<file path="config.mk">
export PLATFORM = sky130hd
export DESIGN_NAME = sadc_ctrl_top
export DESIGN_NICKNAME = d
export VERILOG_FILES = /design/src/design/sadc_pkg.sv /design/src/design/sadc_ctrl_top.sv /design/src/design/sadc_step_div.sv /design/src/design/sadc_sar.sv
export SDC_FILE = /design/constraint.sdc
export NUM_CORES = 1
export LEC_CHECK = 0
export ABC_AREA = 1
export ABC_CLOCK_PERIOD_IN_PS = 2800
export BUFFER_PORTS_ARGS = -buffer_cell sky130_fd_sc_hd__buf_2
export CORE_AREA = 2 2 89 91
export CTS_BUF_LIST = sky130_fd_sc_hd__clkbuf_8
export CTS_CLUSTER_DIAMETER = 50
export DETAILED_ROUTE_END_ITERATION = 6
export DIE_AREA = 0 0 91 93
export GPL_ROUTABILITY_DRIVEN = 0
export PLACE_DENSITY = 0.92
export SLEW_MARGIN = 20
export SYNTH_ARGS = -nofsm -noshare
export SYNTH_HDL_FRONTEND = slang
export SYNTH_SLANG_ARGS = --single-unit
</file>
<file path="constraint.sdc">
create_clock -name clk_i -period 2.8 [get_ports clk_i]
set_input_delay 0.28 -clock clk_i [delete_from_list [all_inputs] [get_ports clk_i]]
set_output_delay 0.28 -clock clk_i [all_outputs]
set_load 0.005 [all_outputs]
</file>
<file path="src/design/sadc_pkg.sv">
// shared constants and types for the converter control block
package sadc_pkg;

  // ------------------------------------------------------------
  // register indices (byte address is four times the index)
  // ------------------------------------------------------------
  localparam logic [29:0] IDX_RES_HIGH = 30'h003F0074;
  localparam logic [29:0] IDX_RES_LOW  = 30'h003F0075;
  localparam logic [29:0] IDX_CONTROL  = 30'h003F0076;

  // ------------------------------------------------------------
  // control register layout and reset
  // ------------------------------------------------------------
  localparam int          CHAN_LSB    = 4;
  localparam int          EOC_BIT     = 3;
  localparam int          SPEED_LSB   = 1;
  localparam int          START_BIT   = 0;
  localparam logic [7:0]  CTRL_RESET  = 8'h00;
  localparam int          RES_LOW_LSB = 6;

  // ------------------------------------------------------------
  // approximation sequence
  // ------------------------------------------------------------
  localparam int          RES_BITS      = 10;
  localparam logic [9:0]  SAR_MID       = 10'h200;
  localparam logic [1:0]  LAST_PHASE    = 2'h3;
  localparam logic [3:0]  LAST_BIT      = 4'h9;
  localparam int          STEPS_PER_BIT = 4;
  localparam int          SETUP_STEPS   = 2;
  localparam int          TOTAL_STEPS   =
    STEPS_PER_BIT * RES_BITS + SETUP_STEPS;

  // ------------------------------------------------------------
  // step clock divider selections
  // ------------------------------------------------------------
  localparam logic [1:0]  SPD_DIV16 = 2'h0;
  localparam logic [1:0]  SPD_DIV8  = 2'h1;
  localparam logic [1:0]  SPD_DIV4  = 2'h2;
  localparam logic [1:0]  SPD_DIV1  = 2'h3;

  // ------------------------------------------------------------
  // bus constants
  // ------------------------------------------------------------
  localparam logic [1:0]  HTRANS_NONSEQ = 2'h2;
  localparam logic        HRESP_OKAY    = 1'b0;

  // control register as stored
  typedef struct packed {
    logic       unused;
    logic [2:0] chan;
    logic       eoc;
    logic [1:0] speed;
    logic       start;
  } sadc_ctrl_t;

  // sequencer states
  typedef enum logic [1:0] {
    ST_IDLE  = 2'b00,
    ST_SETUP = 2'b01,
    ST_CONV  = 2'b10,
    ST_POST  = 2'b11
  } sadc_state_t;

  // clock edges per step for a speed code
  function automatic logic [4:0] sadc_div_len(input logic [1:0] spd);
    case (spd)
      SPD_DIV16: sadc_div_len = 5'h10;
      SPD_DIV8:  sadc_div_len = 5'h08;
      SPD_DIV4:  sadc_div_len = 5'h04;
      default:   sadc_div_len = 5'h01;
    endcase
  endfunction

endpackage

</file>
<file path="src/design/sadc_ctrl_top.sv">
// converter control top: bus slave, control register, sequencer
`timescale 1ns/1ps
module sadc_ctrl_top
  import sadc_pkg::*;
(
  // clock and reset
  input  wire logic        clk_i,
  input  wire logic        reset_n_i,
  // ahb-lite slave
  input  wire logic        hsel_i,
  input  wire logic [31:0] haddr_i,
  input  wire logic [1:0]  htrans_i,
  input  wire logic        hwrite_i,
  input  wire logic [2:0]  hsize_i,
  input  wire logic [31:0] hwdata_i,
  input  wire logic        hready_i,
  output logic [31:0]      hrdata_o,
  output logic             hreadyout_o,
  output logic             hresp_o,
  // analog front end
  input  wire logic        comp_i,
  output logic [2:0]       chan_sel_o,
  output logic [9:0]       dac_code_o,
  output logic             busy_o
);

  // ------------------------------------------------------------
  // declarations
  // ------------------------------------------------------------
  sadc_ctrl_t          ctrl;
  sadc_state_t         state;
  sadc_state_t         next_state;
  logic                wr_pend;
  logic [29:0]         wr_idx;
  logic                addr_ok;
  logic                wr_ctrl;
  logic                start_acc;
  logic                tick;
  logic [1:0]          run_speed;
  logic [1:0]          phase;
  logic [3:0]          bit_idx;
  logic                decide;
  logic                done_now;
  logic [RES_BITS-1:0] code;
  logic [RES_BITS-1:0] result;
  logic [11:0]         busy_cycles;

  // ------------------------------------------------------------
  // bus address phase
  // ------------------------------------------------------------

  // a transfer is taken only when the bus is ready
  assign addr_ok = hsel_i && hready_i && htrans_i == HTRANS_NONSEQ;

  // remember a write for its data phase
  always_ff @(posedge clk_i) begin
    if (!reset_n_i) begin
      wr_pend <= 1'b0;
      wr_idx  <= '0;
    end else begin
      wr_pend <= addr_ok && hwrite_i;
      wr_idx  <= haddr_i[31:2];
    end
  end

  // zero wait states, so out of reset the slave is always ready and okay
  always_ff @(posedge clk_i) begin
    if (!reset_n_i) begin
      hreadyout_o <= 1'b0;
      hresp_o     <= HRESP_OKAY;
    end else begin
      hreadyout_o <= 1'b1;
      hresp_o     <= HRESP_OKAY;
    end
  end

  // read data is registered in the address phase; unmapped reads zero
  always_ff @(posedge clk_i) begin
    if (!reset_n_i) begin
      hrdata_o <= '0;
    end else if (addr_ok && !hwrite_i) begin
      case (haddr_i[31:2])
        IDX_RES_HIGH: begin
          hrdata_o <= {24'h000000, result[9:2]};
        end
        IDX_RES_LOW: begin
          hrdata_o <= {24'h000000, result[1:0], 6'h00};
        end
        IDX_CONTROL: begin
          hrdata_o <= {24'h000000, ctrl};
        end
        default: begin
          hrdata_o <= '0;
        end
      endcase
    end else begin
      hrdata_o <= '0;
    end
  end

  // ------------------------------------------------------------
  // control register
  // ------------------------------------------------------------

  // write to control in its data phase
  assign wr_ctrl = wr_pend && wr_idx == IDX_CONTROL;

  // a start is only taken while idle; the start bit of a write while busy is ignored
  assign start_acc = wr_ctrl && hwdata_i[START_BIT] && state == ST_IDLE;

  // channel and speed may change any time; flag is hardware-only
  always_ff @(posedge clk_i) begin
    if (!reset_n_i) begin
      ctrl <= sadc_ctrl_t'(CTRL_RESET);
    end else begin
      if (wr_ctrl) begin
        ctrl.chan  <= hwdata_i[CHAN_LSB +: 3];
        ctrl.speed <= hwdata_i[SPEED_LSB +: 2];
      end
      if (start_acc) begin
        ctrl.start <= 1'b1;
        ctrl.eoc   <= 1'b0;
      end else if (done_now) begin
        ctrl.start <= 1'b0;
        ctrl.eoc   <= 1'b1;
      end
    end
  end

  // ------------------------------------------------------------
  // per-conversion latches
  // ------------------------------------------------------------

  // channel and speed are frozen for the whole conversion
  always_ff @(posedge clk_i) begin
    if (!reset_n_i) begin
      chan_sel_o <= 3'h0;
      run_speed  <= SPD_DIV16;
    end else if (start_acc) begin
      chan_sel_o <= hwdata_i[CHAN_LSB +: 3];
      run_speed  <= hwdata_i[SPEED_LSB +: 2];
    end
  end

  // ------------------------------------------------------------
  // step clock
  // ------------------------------------------------------------
  sadc_step_div u_div (
    .clk_i     (clk_i),
    .reset_n_i (reset_n_i),
    .restart_i (start_acc),
    .speed_i   (run_speed),
    .tick_o    (tick)
  );

  // ------------------------------------------------------------
  // sequencer: one setup step, forty bit steps, one post step
  // ------------------------------------------------------------

  // the last phase of each bit makes that bit's decision
  assign decide   = state == ST_CONV && tick && phase == LAST_PHASE;
  assign done_now = state == ST_POST && tick;

  // next state
  always_comb begin
    next_state = state;
    case (state)
      ST_IDLE: begin
        if (start_acc) begin
          next_state = ST_SETUP;
        end
      end
      ST_SETUP: begin
        if (tick) begin
          next_state = ST_CONV;
        end
      end
      ST_CONV: begin
        if (decide && bit_idx == LAST_BIT) begin
          next_state = ST_POST;
        end
      end
      ST_POST: begin
        if (tick) begin
          next_state = ST_IDLE;
        end
      end
      default: begin
        next_state = ST_IDLE;
      end
    endcase
  end

  // state register
  always_ff @(posedge clk_i) begin
    if (!reset_n_i) begin
      state <= ST_IDLE;
    end else begin
      state <= next_state;
    end
  end

  // step phase and bit counters
  always_ff @(posedge clk_i) begin
    if (!reset_n_i || state == ST_IDLE) begin
      phase   <= 2'h0;
      bit_idx <= 4'h0;
    end else if (state == ST_CONV && tick) begin
      phase <= phase + 2'h1;
      if (phase == LAST_PHASE) begin
        bit_idx <= bit_idx + 4'h1;
      end
    end
  end

  // busy mirrors the sequencer but is a flop of its own
  always_ff @(posedge clk_i) begin
    if (!reset_n_i) begin
      busy_o <= 1'b0;
    end else begin
      busy_o <= next_state != ST_IDLE;
    end
  end

  // ------------------------------------------------------------
  // approximation register
  // ------------------------------------------------------------
  sadc_sar u_sar (
    .clk_i     (clk_i),
    .reset_n_i (reset_n_i),
    .load_i    (start_acc),
    .decide_i  (decide),
    .comp_i    (comp_i),
    .code_o    (code)
  );

  assign dac_code_o = code;

  // ------------------------------------------------------------
  // result register
  // ------------------------------------------------------------

  // no protection of an unread result: the newest always wins
  always_ff @(posedge clk_i) begin
    if (!reset_n_i) begin
      result <= '0;
    end else if (done_now) begin
      result <= code;
    end
  end

  // ------------------------------------------------------------
  // checking helpers
  // ------------------------------------------------------------

  // clock edges since the start was taken
  always_ff @(posedge clk_i) begin
    if (!reset_n_i || start_acc) begin
      busy_cycles <= 12'h000;
    end else if (state != ST_IDLE) begin
      busy_cycles <= busy_cycles + 12'h001;
    end
  end
endmodule

</file>
<file path="src/design/sadc_step_div.sv">
// step clock divider producing one tick per conversion step
`timescale 1ns/1ps
module sadc_step_div
  import sadc_pkg::*;
(
  // clock and reset
  input  wire logic       clk_i,
  input  wire logic       reset_n_i,
  // control
  input  wire logic       restart_i,
  input  wire logic [1:0] speed_i,
  // step tick
  output logic            tick_o
);

  logic [3:0] cnt;
  logic [3:0] term;

  // terminal count is one less than the divide ratio
  assign term = 4'(sadc_div_len(speed_i) - 5'h01);

  // restart aligns the first step to the start write
  always_ff @(posedge clk_i) begin
    if (!reset_n_i || restart_i) begin
      cnt    <= 4'h0;
      tick_o <= 1'b0;
    end else if (cnt == term) begin
      cnt    <= 4'h0;
      tick_o <= 1'b1;
    end else begin
      cnt    <= cnt + 4'h1;
      tick_o <= 1'b0;
    end
  end
endmodule

</file>
<file path="src/design/sadc_sar.sv">
// successive approximation register with bit-by-bit decisions
`timescale 1ns/1ps
module sadc_sar
  import sadc_pkg::*;
(
  // clock and reset
  input  wire logic                clk_i,
  input  wire logic                reset_n_i,
  // sequence control
  input  wire logic                load_i,
  input  wire logic                decide_i,
  input  wire logic                comp_i,
  // trial code to the resistor string
  output logic [RES_BITS-1:0]      code_o
);

  logic [RES_BITS-1:0] mask;

  // keep the trial bit when the input is at or above the trial level
  always_ff @(posedge clk_i) begin
    if (!reset_n_i) begin
      code_o <= '0;
      mask   <= '0;
    end else if (load_i) begin
      code_o <= SAR_MID;
      mask   <= SAR_MID;
    end else if (decide_i) begin
      code_o <= (comp_i ? code_o : (code_o & ~mask)) | (mask >> 1);
      mask   <= mask >> 1;
    end
  end
endmodule

</file>
==> flow_results.xml, run 1 <==
<?xml version="1.0" encoding="UTF-8"?>
<metrics>
  <group name="place">
    <metric name="pre_cts_slack" unit="ns">0.9806</metric>
    <metric name="place.detailed.hpwl" unit="um">6416</metric>
    <metric name="port_buffers" unit="">66</metric>
  </group>
  <group name="route">
    <metric name="route.final.wire_length" unit="um">8738</metric>
    <metric name="dr_total_vias" unit="">3524</metric>
    <metric name="route.detailed.wl_per_inst" unit="um">12.00</metric>
    <metric name="avgViaCountPerCell" unit="">4.841</metric>
    <metric name="dr.pass1.iters" unit="">5</metric>
    <metric name="route.antenna.remaining_nets" unit="">0</metric>
    <metric name="dr.first_iter.drc_count" unit="">254</metric>
    <metric name="detail_route.drc_violations" unit="">0</metric>
  </group>
  <group name="sta">
    <metric name="finalCriticalPeriod" unit="ns">1.883</metric>
    <metric name="final_max_slew_viol_count" unit="">0</metric>
    <metric name="actual_slew_at_the_worst_max_slew_pin" unit="ns">0.6787</metric>
    <metric name="tns" unit="ns">0</metric>
    <metric name="finalClockSkew" unit="ns">0.01268</metric>
    <metric name="holdWs" unit="ns">0.09191</metric>
    <metric name="finalCritPeriodShare" unit="">0.6727</metric>
    <metric name="finalSetupViolCount" unit="">0</metric>
    <metric name="max_clock_freq" unit="MHz">530.9</metric>
    <metric name="final-hold-violation-count" unit="">0</metric>
    <metric name="worst_slack" unit="ns">0.9165</metric>
    <metric name="maxSlewHeadroom" unit="">0.5464</metric>
    <metric name="rsz_0062_raised_after_global_routing" unit="">no</metric>
  </group>
  <group name="critical_path">
    <metric name="worst_reg_to_reg_path_cell_count" unit="">8</metric>
    <metric name="start_to_end_type_of_the_worst_setup_path" unit="">flip-flop to flip-flop</metric>
    <metric name="reg2reg_setup_slack" unit="ns">0.92</metric>
    <metric name="startpoint_class_of_the_critical_path" unit="">flip-flop</metric>
    <metric name="cp_max_fo" unit="">20</metric>
    <metric name="cp-end-kind" unit="">flip-flop</metric>
    <metric name="worst_r2r_endpoint" unit="">u_sar.mask[5]</metric>
    <metric name="cp_data_arrival_time" unit="ns">2.11</metric>
    <metric name="r2r-start" unit="">wr_idx[20]</metric>
    <metric name="worst_ep_required_time" unit="ns">3.02</metric>
  </group>
  <group name="pwr">
    <metric name="power.share.switching" unit="">0.2624</metric>
    <metric name="leakagePower" unit="nW">2.401</metric>
    <metric name="proportion_of_power_drawn_by_combinational_gates" unit="">0.056</metric>
    <metric name="internal-power" unit="mW">1.794</metric>
    <metric name="pwr-share-seq" unit="">0.579</metric>
    <metric name="power_per_cell_area" unit="nW/um^2">525.6</metric>
    <metric name="peakVddDrop" unit="mV">0.2720</metric>
    <metric name="power.share.clock" unit="">0.365</metric>
    <metric name="fin_total_pwr" unit="mW">2.432</metric>
    <metric name="p_sw" unit="mW">0.6383</metric>
  </group>
  <group name="logic_synthesis">
    <metric name="synth_top_family_by_area" unit="">simple AND/OR/NAND/NOR gates</metric>
    <metric name="syn-cell-area" unit="um^2">4140</metric>
    <metric name="synth_xor_xnor_area_share" unit="">0.006346</metric>
    <metric name="post_synthesis_adder_cell_area_fraction" unit="">0.01209</metric>
    <metric name="synth-edff-count" unit="">0</metric>
    <metric name="synth_compound_area_frac" unit="">0.06649</metric>
    <metric name="most_used_standard_cells_in_the_synthesized_netlist" unit="">sky130_fd_sc_hd__nand2_1, sky130_fd_sc_hd__dfxtp_1, sky130_fd_sc_hd__inv_1, sky130_fd_sc_hd__nor2_1, sky130_fd_sc_hd__a21oi_1</metric>
    <metric name="cell_types_with_the_largest_area_share_after_synthesis" unit="">sky130_fd_sc_hd__dfxtp_1, sky130_fd_sc_hd__nand2_1, sky130_fd_sc_hd__inv_1, sky130_fd_sc_hd__nor2_1, sky130_fd_sc_hd__buf_4</metric>
    <metric name="synthFlopType" unit="">sky130_fd_sc_hd__dfxtp_1</metric>
    <metric name="mean_instance_size_in_the_synthesized_netlist" unit="um^2">7.433</metric>
    <metric name="yosysTopAreaCell" unit="">sky130_fd_sc_hd__dfxtp_1</metric>
    <metric name="yosysWarningCount" unit="">0</metric>
    <metric name="synth.lib_cells_used.distinct" unit="">33</metric>
    <metric name="ys_ff_latch" unit="">96</metric>
    <metric name="post-synth-top-area-fraction" unit="">0.4642</metric>
    <metric name="synth_seq_area_share" unit="">0.4642</metric>
    <metric name="synth_simple_gate_area_share" unit="">0.3019</metric>
    <metric name="netlist_instances" unit="">557</metric>
    <metric name="asyncSetResetFlopFracSynth" unit="">0</metric>
    <metric name="synthMostInstantiatedCell" unit="">sky130_fd_sc_hd__nand2_1</metric>
    <metric name="post_synth_mux_area_share" unit="">0</metric>
  </group>
  <group name="outcome">
    <metric name="run_status" unit="">completed</metric>
  </group>
  <group name="cts">
    <metric name="clkSlewWorstSetupHoldPaths" unit="ns">0.10</metric>
    <metric name="tritoncts" unit="">built</metric>
    <metric name="cts_post_setup_buffers_inserted" unit="">0</metric>
    <metric name="clock_sink_count" unit="">96</metric>
    <metric name="postCtsResizedCells" unit="">0</metric>
    <metric name="clkLatencyLatePin" unit="ns">0.37</metric>
    <metric name="ctsLongestPathBuffers" unit="">2</metric>
    <metric name="cts_made_buffers" unit="">9</metric>
    <metric name="cts_hold_repair.buffers" unit="">0</metric>
    <metric name="cts_max_level" unit="">3</metric>
    <metric name="clock-root-buffer" unit="">sky130_fd_sc_hd__clkbuf_8</metric>
  </group>
  <group name="flow_run">
    <metric name="maxCapViolations" unit="">0</metric>
  </group>
  <group name="final_layout">
    <metric name="finish.net_count" unit="">700</metric>
    <metric name="layout-drive-gt1-share" unit="">0.1965</metric>
    <metric name="postLayoutCoreUtil" unit="">0.6149</metric>
    <metric name="n_antenna_cell" unit="">0</metric>
    <metric name="syn2layout_area_growth" unit="%">11.79</metric>
  </group>
  <group name="worst_hold_path">
    <metric name="min-delay-path-class" unit="">input port to flip-flop</metric>
    <metric name="worst_hold_path.endpoint" unit="">wr_idx[15]</metric>
    <metric name="min_delay_path_depth" unit="">3</metric>
    <metric name="min-delay-start" unit="">haddr_i[17]</metric>
  </group>
  <group name="floorplan">
    <metric name="dieHeight" unit="um">93</metric>
    <metric name="floorplan.initialDensity" unit="">0.5500</metric>
    <metric name="die-area" unit="um^2">8463</metric>
    <metric name="placeableCoreArea" unit="um^2">7527</metric>
    <metric name="io_pins" unit="">123</metric>
    <metric name="die_x" unit="um">91</metric>
    <metric name="num_rows" unit="">32</metric>
  </group>
  <group name="grt">
    <metric name="largest_net_degree_at_the_start_of_global_routing" unit="">57</metric>
    <metric name="grt_antenna_before_repair" unit="">0</metric>
    <metric name="vias_in_the_first_global_route" unit="">3522</metric>
    <metric name="gr-usage-all-layers" unit="">0.2207</metric>
    <metric name="grt_first_pass_wirelength" unit="um">15130</metric>
    <metric name="grt-ovfl-total" unit="">0</metric>
  </group>
</metrics>
==> per-layer routing <==
layer / GRT usage / routed length (um) / part of all wire / vias up
met1: 0.2499 / 3570 / 0.41 / 1620
met5: 0 / 0 / 0 / -
met3: 0.05318 / 427 / 0.049 / 16
met2: 0.4012 / 4568 / 0.52 / 115
met4: 0.08586 / 171 / 0.020 / 0
li1: - / - / - / 1773
==> cell type report <==
type                       count  area, um^2
fill                         633        2899
multi-input combinational    355        1695
clock buffer                   9       123.9
inverter                      91       341.6
timing repair buffer          68       345.3
clock inverter                 7       72.57
tap                          102       127.6
sequential                    96        1922
==> critical path, cell delays in order (launching register included) <==
cell and delay (ns):
sky130_fd_sc_hd__dfxtp_1 0.35, sky130_fd_sc_hd__nand2_1 0.05, sky130_fd_sc_hd__nor3_1 0.14, sky130_fd_sc_hd__nand2_1 0.08, sky130_fd_sc_hd__nor2_1 0.18, sky130_fd_sc_hd__nand3_1 0.10
sky130_fd_sc_hd__buf_4 0.19, sky130_fd_sc_hd__nand2_1 0.51, sky130_fd_sc_hd__a21oi_1 0.11
==> through the flow <==
step	cells	cell area, um^2
global placement	712	4432
global route	728	4628
CTS	728	4628
floorplan	581	4230
detailed placement	712	4432
finish	728	4628
==> worst max path at each step <==
stage | from | to | slack (ns) | cells after the start
floorplan | state[1] | u_sar.code_o[7] | 1.61 | 8
global placement | wr_idx[21] | u_sar.code_o[3] | 1.07 | 8
detailed placement | wr_idx[20] | u_sar.mask[5] | 0.98 | 8
CTS | wr_idx[20] | u_sar.mask[5] | 0.95 | 8
global route | wr_idx[29] | u_sar.mask[5] | 0.77 | 7
finish | wr_idx[20] | u_sar.mask[5] | 0.92 | 8
==> sequential cells by signal (all words and copies together) (netlist names) <==
| signal | flops |
|---|---|
| bit_idx | 4 |
| busy_o | 1 |
| chan_sel_o | 3 |
| ctrl | 7 |
| hrdata_o | 8 |
| hreadyout_o | 1 |
| phase | 2 |
| result | 10 |
| run_speed | 2 |
| state | 2 |
| u_div.cnt | 4 |
| u_div.tick_o | 1 |
| u_sar.code_o | 10 |
| u_sar.mask | 10 |
| wr_idx | 30 |
| wr_pend | 1 |
==> cell families after synthesis <==
logic type,Yosys count
adder cells (fa/ha/maj),4
XOR/XNOR,3
AND/OR/NAND/NOR,268
buffers and inverters,130
other,1
AO/OA/AOI/OAI,55
flip-flops,96
==> power groups by stage <==
stage	clock (mW)	combinational (mW)	sequential (mW)
after floorplan	0	0.106	1.44
after global placement	0	0.129	1.44
after detailed placement	0	0.135	1.44
after CTS	0.886	0.137	1.41
after global routing	0.956	0.159	1.41
final	0.887	0.137	1.41
==> layout by cell type, fill, tap and decap left out, drive strengths merged, types with 4 or more instances in the layout <==
master / count
conb: 25
nand2: 118
dfxtp: 96
a21oi: 27
o21ai: 28
nand3: 31
nand4: 7
buf: 68
clkbuf: 9
inv: 95
nor3: 7
nor2: 98
ha: 4
No activity file was read; power rests on OpenSTA's default activity.
==> inputs of run 2 (changes only) <==
--- a/config.mk
+++ b/config.mk
@@ -5,8 +5,8 @@
 export SDC_FILE = /design/constraint.sdc
 export NUM_CORES = 1
 export LEC_CHECK = 0
-export ABC_AREA = 1
-export ABC_CLOCK_PERIOD_IN_PS = 2800
+export ABC_AREA = 0
+export ABC_CLOCK_PERIOD_IN_PS = 1950
 export BUFFER_PORTS_ARGS = -buffer_cell sky130_fd_sc_hd__buf_2
 export CORE_AREA = 2 2 89 91
 export CTS_BUF_LIST = sky130_fd_sc_hd__clkbuf_8
@@ -14,7 +14,7 @@
 export DETAILED_ROUTE_END_ITERATION = 6
 export DIE_AREA = 0 0 91 93
 export GPL_ROUTABILITY_DRIVEN = 0
-export PLACE_DENSITY = 0.92
+export PLACE_DENSITY = 0.87
 export SLEW_MARGIN = 20
 export SYNTH_ARGS = -nofsm -noshare
 export SYNTH_HDL_FRONTEND = slang
==> constraint.sdc (replaced) <==
create_clock -name clk_i -period 1.95 [get_ports clk_i]
set_input_delay 0.195 -clock clk_i [delete_from_list [all_inputs] [get_ports clk_i]]
set_output_delay 0.195 -clock clk_i [all_outputs]
set_load 0.005 [all_outputs]
==> run 2 against run 1 <==
  * Via count down 19%
  * Total power up 46%
  * Die area is the same
  * Sequential share of layout area increased by 3.1 points
  * Utilization is 4.3 points lower
  * Setup slack worse by 0.59 ns
  * Synthesized cell count shrank 28%
  * Largest power group unchanged
  * Highest routed layer unchanged
==> flow_results.xml, run 2 <==
<?xml version="1.0" encoding="UTF-8"?>
<metrics>
  <group name="route">
    <metric name="detail_route.drc_violations" unit="">0</metric>
    <metric name="dr.pass1.iters" unit="">4</metric>
    <metric name="avgViaCountPerCell" unit="">5.048</metric>
    <metric name="route.detailed.wl_per_inst" unit="um">13.20</metric>
    <metric name="dr_total_vias" unit="">2857</metric>
    <metric name="met3WireLength" unit="um">422</metric>
    <metric name="route.antenna.remaining_nets" unit="">0</metric>
    <metric name="wire_length_on_met2" unit="um">3823</metric>
    <metric name="dr.first_iter.drc_count" unit="">142</metric>
    <metric name="highest_layer" unit="">met4</metric>
    <metric name="routedLengthMet1" unit="um">3017</metric>
    <metric name="route.final.wire_length" unit="um">7472</metric>
  </group>
  <group name="logic_synthesis">
    <metric name="synth-edff-count" unit="">0</metric>
    <metric name="ys_ff_latch" unit="">96</metric>
    <metric name="yosysTopAreaCell" unit="">sky130_fd_sc_hd__dfxtp_1</metric>
    <metric name="yosysWarningCount" unit="">0</metric>
    <metric name="netlist_instances" unit="">400</metric>
    <metric name="syn-cell-area" unit="um^2">3791</metric>
    <metric name="cell_types_with_the_largest_area_share_after_synthesis" unit="">sky130_fd_sc_hd__dfxtp_1, sky130_fd_sc_hd__nand2_1, sky130_fd_sc_hd__and2_1, sky130_fd_sc_hd__buf_4, sky130_fd_sc_hd__a21oi_1</metric>
    <metric name="synth.lib_cells_used.distinct" unit="">47</metric>
    <metric name="synthMostInstantiatedCell" unit="">sky130_fd_sc_hd__dfxtp_1</metric>
    <metric name="post-synth-top-area-fraction" unit="">0.5069</metric>
    <metric name="asyncSetResetFlopFracSynth" unit="">0</metric>
    <metric name="mean_instance_size_in_the_synthesized_netlist" unit="um^2">9.478</metric>
    <metric name="synthFlopType" unit="">sky130_fd_sc_hd__dfxtp_1</metric>
    <metric name="synth_seq_area_share" unit="">0.5069</metric>
    <metric name="most_used_standard_cells_in_the_synthesized_netlist" unit="">sky130_fd_sc_hd__dfxtp_1, sky130_fd_sc_hd__nand2_1, sky130_fd_sc_hd__a21oi_1, sky130_fd_sc_hd__and2_1, sky130_fd_sc_hd__buf_4</metric>
  </group>
  <group name="final_layout">
    <metric name="nFillCells" unit="">646</metric>
    <metric name="syn2layout_area_growth" unit="%">13.60</metric>
    <metric name="finalInstanceArea" unit="um^2">4307</metric>
    <metric name="commonest_non_fill_non_tap_cell_in_the_layout" unit="">sky130_fd_sc_hd__dfxtp_1</metric>
    <metric name="layout-drive-gt1-share" unit="">0.2112</metric>
    <metric name="layout.cells.most_common_list" unit="">sky130_fd_sc_hd__dfxtp_1, sky130_fd_sc_hd__buf_2, sky130_fd_sc_hd__nand2_1</metric>
    <metric name="finish.net_count" unit="">539</metric>
    <metric name="n_antenna_cell" unit="">0</metric>
    <metric name="max_ffs_per_register" unit="">30</metric>
    <metric name="regMostFlops" unit="">wr_idx</metric>
  </group>
  <group name="worst_hold_path">
    <metric name="min-delay-path-class" unit="">input port to flip-flop</metric>
    <metric name="worst_hold_path.endpoint" unit="">wr_idx[19]</metric>
    <metric name="min-delay-start" unit="">haddr_i[21]</metric>
    <metric name="min_delay_path_depth" unit="">2</metric>
  </group>
  <group name="flow_run">
    <metric name="maxCapViolations" unit="">0</metric>
  </group>
  <group name="place">
    <metric name="place.detailed.hpwl" unit="um">5521</metric>
    <metric name="port_buffers" unit="">66</metric>
    <metric name="placedInstanceArea" unit="um^2">4098</metric>
  </group>
  <group name="cts">
    <metric name="clkSlewWorstSetupHoldPaths" unit="ns">0.09</metric>
    <metric name="clkLatencyLatePin" unit="ns">0.36</metric>
    <metric name="clock_sink_count" unit="">96</metric>
    <metric name="tritoncts" unit="">built</metric>
    <metric name="cts_post_setup_buffers_inserted" unit="">0</metric>
    <metric name="cts_max_level" unit="">3</metric>
    <metric name="cts_made_buffers" unit="">9</metric>
    <metric name="cts_hold_repair.buffers" unit="">0</metric>
    <metric name="ctsLongestPathBuffers" unit="">2</metric>
    <metric name="postCtsResizedCells" unit="">0</metric>
    <metric name="clock-root-buffer" unit="">sky130_fd_sc_hd__clkbuf_8</metric>
  </group>
  <group name="sta">
    <metric name="max_clock_freq" unit="MHz">614.8</metric>
    <metric name="maxSlewHeadroom" unit="">0.5482</metric>
    <metric name="rsz_0062_raised_after_global_routing" unit="">no</metric>
    <metric name="tns" unit="ns">0</metric>
    <metric name="finalSetupViolCount" unit="">0</metric>
    <metric name="finalClockSkew" unit="ns">0.009884</metric>
    <metric name="holdWs" unit="ns">0.04350</metric>
    <metric name="actual_slew_at_the_worst_max_slew_pin" unit="ns">0.6769</metric>
    <metric name="final-hold-violation-count" unit="">0</metric>
    <metric name="finalCriticalPeriod" unit="ns">1.627</metric>
    <metric name="finalCritPeriodShare" unit="">0.8341</metric>
    <metric name="final_max_slew_viol_count" unit="">0</metric>
  </group>
  <group name="pwr">
    <metric name="power_per_cell_area" unit="nW/um^2">826.0</metric>
    <metric name="peakVddDrop" unit="mV">0.3577</metric>
    <metric name="fin_total_pwr" unit="mW">3.557</metric>
    <metric name="leakagePower" unit="nW">1.740</metric>
  </group>
  <group name="critical_path">
    <metric name="startpoint_class_of_the_critical_path" unit="">flip-flop</metric>
    <metric name="reg2reg_setup_slack" unit="ns">0.32</metric>
    <metric name="cp-end-kind" unit="">flip-flop</metric>
    <metric name="cp_data_arrival_time" unit="ns">1.91</metric>
    <metric name="r2r-start" unit="">wr_idx[27]</metric>
    <metric name="worst_r2r_endpoint" unit="">chan_sel_o[0]</metric>
    <metric name="worst_ep_required_time" unit="ns">2.23</metric>
    <metric name="worst_reg_to_reg_path_cell_count" unit="">4</metric>
    <metric name="start_to_end_type_of_the_worst_setup_path" unit="">flip-flop to flip-flop</metric>
    <metric name="cp_max_fo" unit="">8</metric>
  </group>
  <group name="floorplan">
    <metric name="dieHeight" unit="um">93</metric>
    <metric name="io_pins" unit="">123</metric>
    <metric name="placeableCoreArea" unit="um^2">7527</metric>
    <metric name="die-area" unit="um^2">8463</metric>
    <metric name="floorplan.initialDensity" unit="">0.5037</metric>
    <metric name="num_rows" unit="">32</metric>
    <metric name="die_x" unit="um">91</metric>
  </group>
  <group name="outcome">
    <metric name="run_status" unit="">completed</metric>
  </group>
  <group name="grt">
    <metric name="grt_first_pass_wirelength" unit="um">12390</metric>
    <metric name="gr-usage-all-layers" unit="">0.1840</metric>
    <metric name="grt-ovfl-total" unit="">0</metric>
    <metric name="largest_net_degree_at_the_start_of_global_routing" unit="">42</metric>
    <metric name="vias_in_the_first_global_route" unit="">2750</metric>
    <metric name="grt_antenna_before_repair" unit="">0</metric>
  </group>
</metrics>
run 2: changes by cell type in the layout (fill, tap and decap cells not counted), moves of 4 or more:
cell / change
sky130_fd_sc_hd__nand2_1: -55
sky130_fd_sc_hd__a21oi_1: +10
sky130_fd_sc_hd__nor2_1: -66
sky130_fd_sc_hd__nand3_1: -17
sky130_fd_sc_hd__and4b_1: +5
sky130_fd_sc_hd__nand2_2: -4
sky130_fd_sc_hd__and2_1: +30
sky130_fd_sc_hd__nand3_2: -7
sky130_fd_sc_hd__inv_2: -6
sky130_fd_sc_hd__o21ai_0: -5
sky130_fd_sc_hd__nor2_2: -10
sky130_fd_sc_hd__mux2i_1: +13
sky130_fd_sc_hd__inv_1: -70
run 2: per-layer routing:
metal | up-vias | global-route usage
met1 | 1335 | 0.2046
met2 | 91 | 0.3284
li1 | 1413 | -
met4 | 0 | 0.08838
met5 | - | 0
met3 | 18 | 0.04754
run 2: cells by family (layout without fill, tap and decap cells):
logic type / count (synthesis) / in the layout / share of synthesized area
buffers and inverters: 59 / 99 / 0.08878
DFF: 96 / 96 / 0.5069
muxes: 13 / 13 / 0.03432
adders and majority gates: 4 / 4 / 0.01320
AOI/OAI and AO/OA: 66 / 66 / 0.09869
and+or+nand+nor: 155 / 155 / 0.2432
other: 1 / 25 / 0.0009891
xor gates and xnor gates: 6 / 6 / 0.01386
run 2: area by class of cell:
class	instances	area (um^2)	share of cell area
clock buffer	9	123.9	0.02876
timing repair buffer	70	372.9	0.08658
sequential	96	1922	0.4463
multi-input combinational	269	1623	0.3768
tap	102	127.6	0.02963
clock inverter	6	85.08	0.01976
inverter	14	52.55	0.01220
run 2: stage by stage:
step                      std cells  utilization  setup slack [ns]
after detailed placement        551       0.5444            0.1700
after floorplan                 424            -            0.4154
final                           566       0.5721            0.3235
after global placement          551       0.5444            0.2018
after global routing            566       0.5721            0.1936
after CTS                       566       0.5721            0.3021
run 2: power breakdown:
group	total (mW)	switching (mW)	internal, mW
Combinational	0.167	0.0899	0.0773
Clock	1.37	0.659	0.713
Sequential	2.02	0.0198	2.00
Total	3.56	0.769	2.79
run 2: worst max-delay path by stage:
stage                      startpoint         endpoint  slack [ns]  depth (start not counted)
final                      wr_idx[27]    chan_sel_o[0]        0.32                          4
after global routing       wr_idx[27]    chan_sel_o[2]        0.19                          4
after CTS                  wr_idx[27]    chan_sel_o[0]        0.30                          4
after detailed placement  haddr_i[30]      hrdata_o[1]        0.17                          5
after global placement    haddr_i[26]      hrdata_o[1]        0.20                          5
after floorplan            wr_idx[10]  u_sar.code_o[0]        0.42                          5
run 2: critical path, cell delays in order (launching register included):
cell and delay (ns):
sky130_fd_sc_hd__dfxtp_1 0.31, sky130_fd_sc_hd__nor3_1 0.40, sky130_fd_sc_hd__nand4_4 0.23, sky130_fd_sc_hd__nor3_4 0.40, sky130_fd_sc_hd__mux2i_1 0.22
==> inputs of run 3 (changes only) <==
--- a/config.mk
+++ b/config.mk
@@ -5,14 +5,14 @@
 export SDC_FILE = /design/constraint.sdc
 export NUM_CORES = 1
 export LEC_CHECK = 0
-export ABC_AREA = 0
-export ABC_CLOCK_PERIOD_IN_PS = 1950
+export ABC_AREA = 1
+export ABC_CLOCK_PERIOD_IN_PS = 1500
 export BUFFER_PORTS_ARGS = -buffer_cell sky130_fd_sc_hd__buf_2
-export CORE_AREA = 2 2 89 91
+export CORE_AREA = 2 2 92 94
 export CTS_BUF_LIST = sky130_fd_sc_hd__clkbuf_8
 export CTS_CLUSTER_DIAMETER = 50
 export DETAILED_ROUTE_END_ITERATION = 6
-export DIE_AREA = 0 0 91 93
+export DIE_AREA = 0 0 94 96
 export GPL_ROUTABILITY_DRIVEN = 0
 export PLACE_DENSITY = 0.87
 export SLEW_MARGIN = 20
==> constraint.sdc (replaced) <==
create_clock -name clk_i -period 1.5 [get_ports clk_i]
set_input_delay 0.15 -clock clk_i [delete_from_list [all_inputs] [get_ports clk_i]]
set_output_delay 0.15 -clock clk_i [all_outputs]
set_load 0.005 [all_outputs]
==> run 3 against run 2 <==
  * Worst hold slack got worse by 0.028 ns
  * Largest power group unchanged
  * Clock skew grew 0.0035 ns
  * Combinational power increased by 100%
  * Sequential power grew 30%
  * The flow now finishes with violations (negative setup slack)
  * First-iteration DRC count is 87% higher
  * Routed wire length rose by 41%
  * Design area is 18% higher
  * Die area rose by 6.6%
  * Cell count rose by 35%
  * Clock-buffer cell count unchanged
  * Clock power rose by 42%
==> flow_results.xml, run 3 (synthesis results as in run 1) <==
<?xml version="1.0" encoding="UTF-8"?>
<metrics>
  <group name="critical_path">
    <metric name="startpoint_class_of_the_critical_path" unit="">input port</metric>
    <metric name="timing.critical_path.cells" unit="">dlygate4sd3_1 &gt; inv_2 &gt; nand2_2 &gt; nor2_4 &gt; nand2_4 &gt; nor2_2 &gt; nand2_1 &gt; nand3_4 &gt; nand2_8 &gt; nor2_4</metric>
    <metric name="worst_ep_required_time" unit="ns">1.81</metric>
    <metric name="cp_data_arrival_time" unit="ns">1.83</metric>
    <metric name="start_to_end_type_of_the_worst_setup_path" unit="">input port to flip-flop</metric>
    <metric name="cp_dominant_cell_by_count" unit="">sky130_fd_sc_hd__nor2_4</metric>
    <metric name="worst_reg_to_reg_path_cell_count" unit="">9</metric>
    <metric name="cp_max_fo" unit="">8</metric>
    <metric name="critical_path_buf_inv_count" unit="">2</metric>
    <metric name="cp-end-kind" unit="">flip-flop</metric>
    <metric name="critical_path_depth" unit="">10</metric>
    <metric name="crit_family" unit="">simple AND/OR/NAND/NOR gates</metric>
    <metric name="slowest_stage" unit="">sky130_fd_sc_hd__dlygate4sd3_1</metric>
    <metric name="delay_of_the_slowest_critical_path_stage" unit="ns">0.57</metric>
  </group>
  <group name="final_layout">
    <metric name="layout.cells.most_common_list" unit="">sky130_fd_sc_hd__nand2_1, sky130_fd_sc_hd__dfxtp_1, sky130_fd_sc_hd__inv_1</metric>
    <metric name="max_ffs_per_register" unit="">30</metric>
    <metric name="layout-drive-gt1-share" unit="">0.2237</metric>
    <metric name="layout.cells.non_filler" unit="">763</metric>
    <metric name="finalInstanceArea" unit="um^2">5095</metric>
    <metric name="regMostFlops" unit="">wr_idx</metric>
    <metric name="finish.net_count" unit="">731</metric>
    <metric name="commonest_non_fill_non_tap_cell_in_the_layout" unit="">sky130_fd_sc_hd__nand2_1</metric>
    <metric name="syn2layout_area_growth" unit="%">23.06</metric>
  </group>
  <group name="cts">
    <metric name="tritoncts" unit="">built</metric>
    <metric name="clkLatencyLatePin" unit="ns">0.37</metric>
    <metric name="clock-root-buffer" unit="">sky130_fd_sc_hd__clkbuf_8</metric>
    <metric name="cts_made_buffers" unit="">9</metric>
    <metric name="clock_sink_count" unit="">96</metric>
    <metric name="clkSlewWorstSetupHoldPaths" unit="ns">0.09</metric>
    <metric name="ctsLongestPathBuffers" unit="">2</metric>
    <metric name="cts_max_level" unit="">3</metric>
  </group>
  <group name="sta">
    <metric name="maxSlewHeadroom" unit="">0.4287</metric>
    <metric name="finalSetupViolCount" unit="">7</metric>
    <metric name="worst_slack" unit="ns">-0.02855</metric>
    <metric name="final-hold-violation-count" unit="">0</metric>
    <metric name="max_clock_freq" unit="MHz">654.2</metric>
    <metric name="finalCriticalPeriod" unit="ns">1.529</metric>
    <metric name="finalClockSkew" unit="ns">0.01338</metric>
    <metric name="actual_slew_at_the_worst_max_slew_pin" unit="ns">0.8504</metric>
    <metric name="finalCritPeriodShare" unit="">1.019</metric>
    <metric name="final_max_slew_viol_count" unit="">0</metric>
  </group>
  <group name="grt">
    <metric name="grt-ovfl-total" unit="">0</metric>
    <metric name="gr-usage-all-layers" unit="">0.2227</metric>
    <metric name="largest_net_degree_at_the_start_of_global_routing" unit="">36</metric>
    <metric name="grt_antenna_before_repair" unit="">1</metric>
    <metric name="grt_first_pass_wirelength" unit="um">15610</metric>
    <metric name="vias_in_the_first_global_route" unit="">3600</metric>
  </group>
  <group name="place">
    <metric name="pre_cts_slack" unit="ns">-0.01436</metric>
    <metric name="placedInstanceArea" unit="um^2">4486</metric>
    <metric name="port_buffers" unit="">66</metric>
    <metric name="place.detailed.hpwl" unit="um">6475</metric>
    <metric name="total_placed_cells_including_tap_cells" unit="">720</metric>
  </group>
  <group name="route">
    <metric name="avgViaCountPerCell" unit="">5.001</metric>
    <metric name="route.detailed.wl_per_inst" unit="um">13.84</metric>
    <metric name="highest_layer" unit="">met4</metric>
    <metric name="dr_total_vias" unit="">3816</metric>
    <metric name="met3WireLength" unit="um">651</metric>
    <metric name="dr.pass1.iters" unit="">5</metric>
    <metric name="detail_route.drc_violations" unit="">0</metric>
    <metric name="route.antenna.remaining_nets" unit="">0</metric>
    <metric name="routedLengthMet1" unit="um">4136</metric>
    <metric name="route.final.wire_length" unit="um">10560</metric>
    <metric name="wire_length_on_met2" unit="um">5305</metric>
    <metric name="dr.first_iter.drc_count" unit="">265</metric>
  </group>
  <group name="floorplan">
    <metric name="io_pins" unit="">123</metric>
    <metric name="die_x" unit="um">94</metric>
    <metric name="floorplan.initialDensity" unit="">0.5142</metric>
    <metric name="placeableCoreArea" unit="um^2">8051</metric>
    <metric name="die-area" unit="um^2">9024</metric>
    <metric name="dieHeight" unit="um">96</metric>
    <metric name="num_rows" unit="">33</metric>
  </group>
  <group name="worst_hold_path">
    <metric name="min-delay-path-class" unit="">input port to flip-flop</metric>
    <metric name="min_delay_path_depth" unit="">3</metric>
  </group>
  <group name="flow_run">
    <metric name="maxCapViolations" unit="">0</metric>
  </group>
  <group name="pwr">
    <metric name="leakagePower" unit="nW">2.577</metric>
    <metric name="peakVddDrop" unit="mV">0.5736</metric>
    <metric name="fin_total_pwr" unit="mW">4.908</metric>
    <metric name="power_per_cell_area" unit="nW/um^2">963.4</metric>
  </group>
  <group name="outcome">
    <metric name="violations" unit="">negative setup slack</metric>
    <metric name="run_status" unit="">finished with violations</metric>
  </group>
</metrics>
-- run 3: stage by stage --
stage	util	setup TNS [ns]	hold slack [ns]
3_5_place_dp	0.5571	-0.01978	0.3462
4_1_cts	0.6191	0	0.002447
3_3_place_gp	0.5571	0	0.3431
6_report	0.6328	-0.08364	0.01584
5_1_grt	0.6328	-0.5092	0.01280
2_1_floorplan	-	0	0.1777
-- run 3: routing by layer --
| layer | vias up | global-route usage |
|---|---|---|
| met1 | 1754 | 0.2466 |
| met4 | 0 | 0.1292 |
| li1 | 1839 | - |
| met3 | 47 | 0.05325 |
| met2 | 176 | 0.3911 |
| met5 | - | 0 |
-- run 3: worst register-to-register path, delay by kind of cell, from the launching register on --
kind	cells	cell delay (ns)
AND/OR/NAND/NOR	7	0.75
flip-flops	1	0.32
buffers and inverters	2	0.26
-- run 3: final cells by class --
class                      count  area [um^2]
timing repair buffer          99        679.4
inverter                      91        342.8
multi-input combinational    355         1784
tap                          105        131.4
clock buffer                   9        123.9
fill                         595         2957
antenna                        1        2.502
clock inverter                 7        107.6
sequential                    96         1923
-- run 3: final timing paths --
kind         slack (ns)   startpoint            to
min                0.02   haddr_i[3]     wr_idx[1]
max reg2reg        0.05    wr_idx[7]  u_div.cnt[0]
min reg2reg        0.46      ctrl[3]       ctrl[3]
max               -0.03  haddr_i[12]   hrdata_o[1]
-- run 3: report_power, final --
| group | leakage, nW | internal, mW | switching [mW] |
|---|---|---|---|
| registers | 0.783 | 2.60 | 0.0347 |
| logic | 1.68 | 0.147 | 0.191 |
| clock network | 0.114 | 0.974 | 0.963 |
| total | 2.58 | 3.72 | 1.19 |
-- run 3: what timing repair did --
action | in CTS | in global routing
buffers inserted | 0 | 5
resized for setup | 2 | 32
pin swaps | 0 | 15
hold buffers | 26 | 0
setup endpoints to repair | 11 | 37
endpoints found under the hold margin | 26 | 0
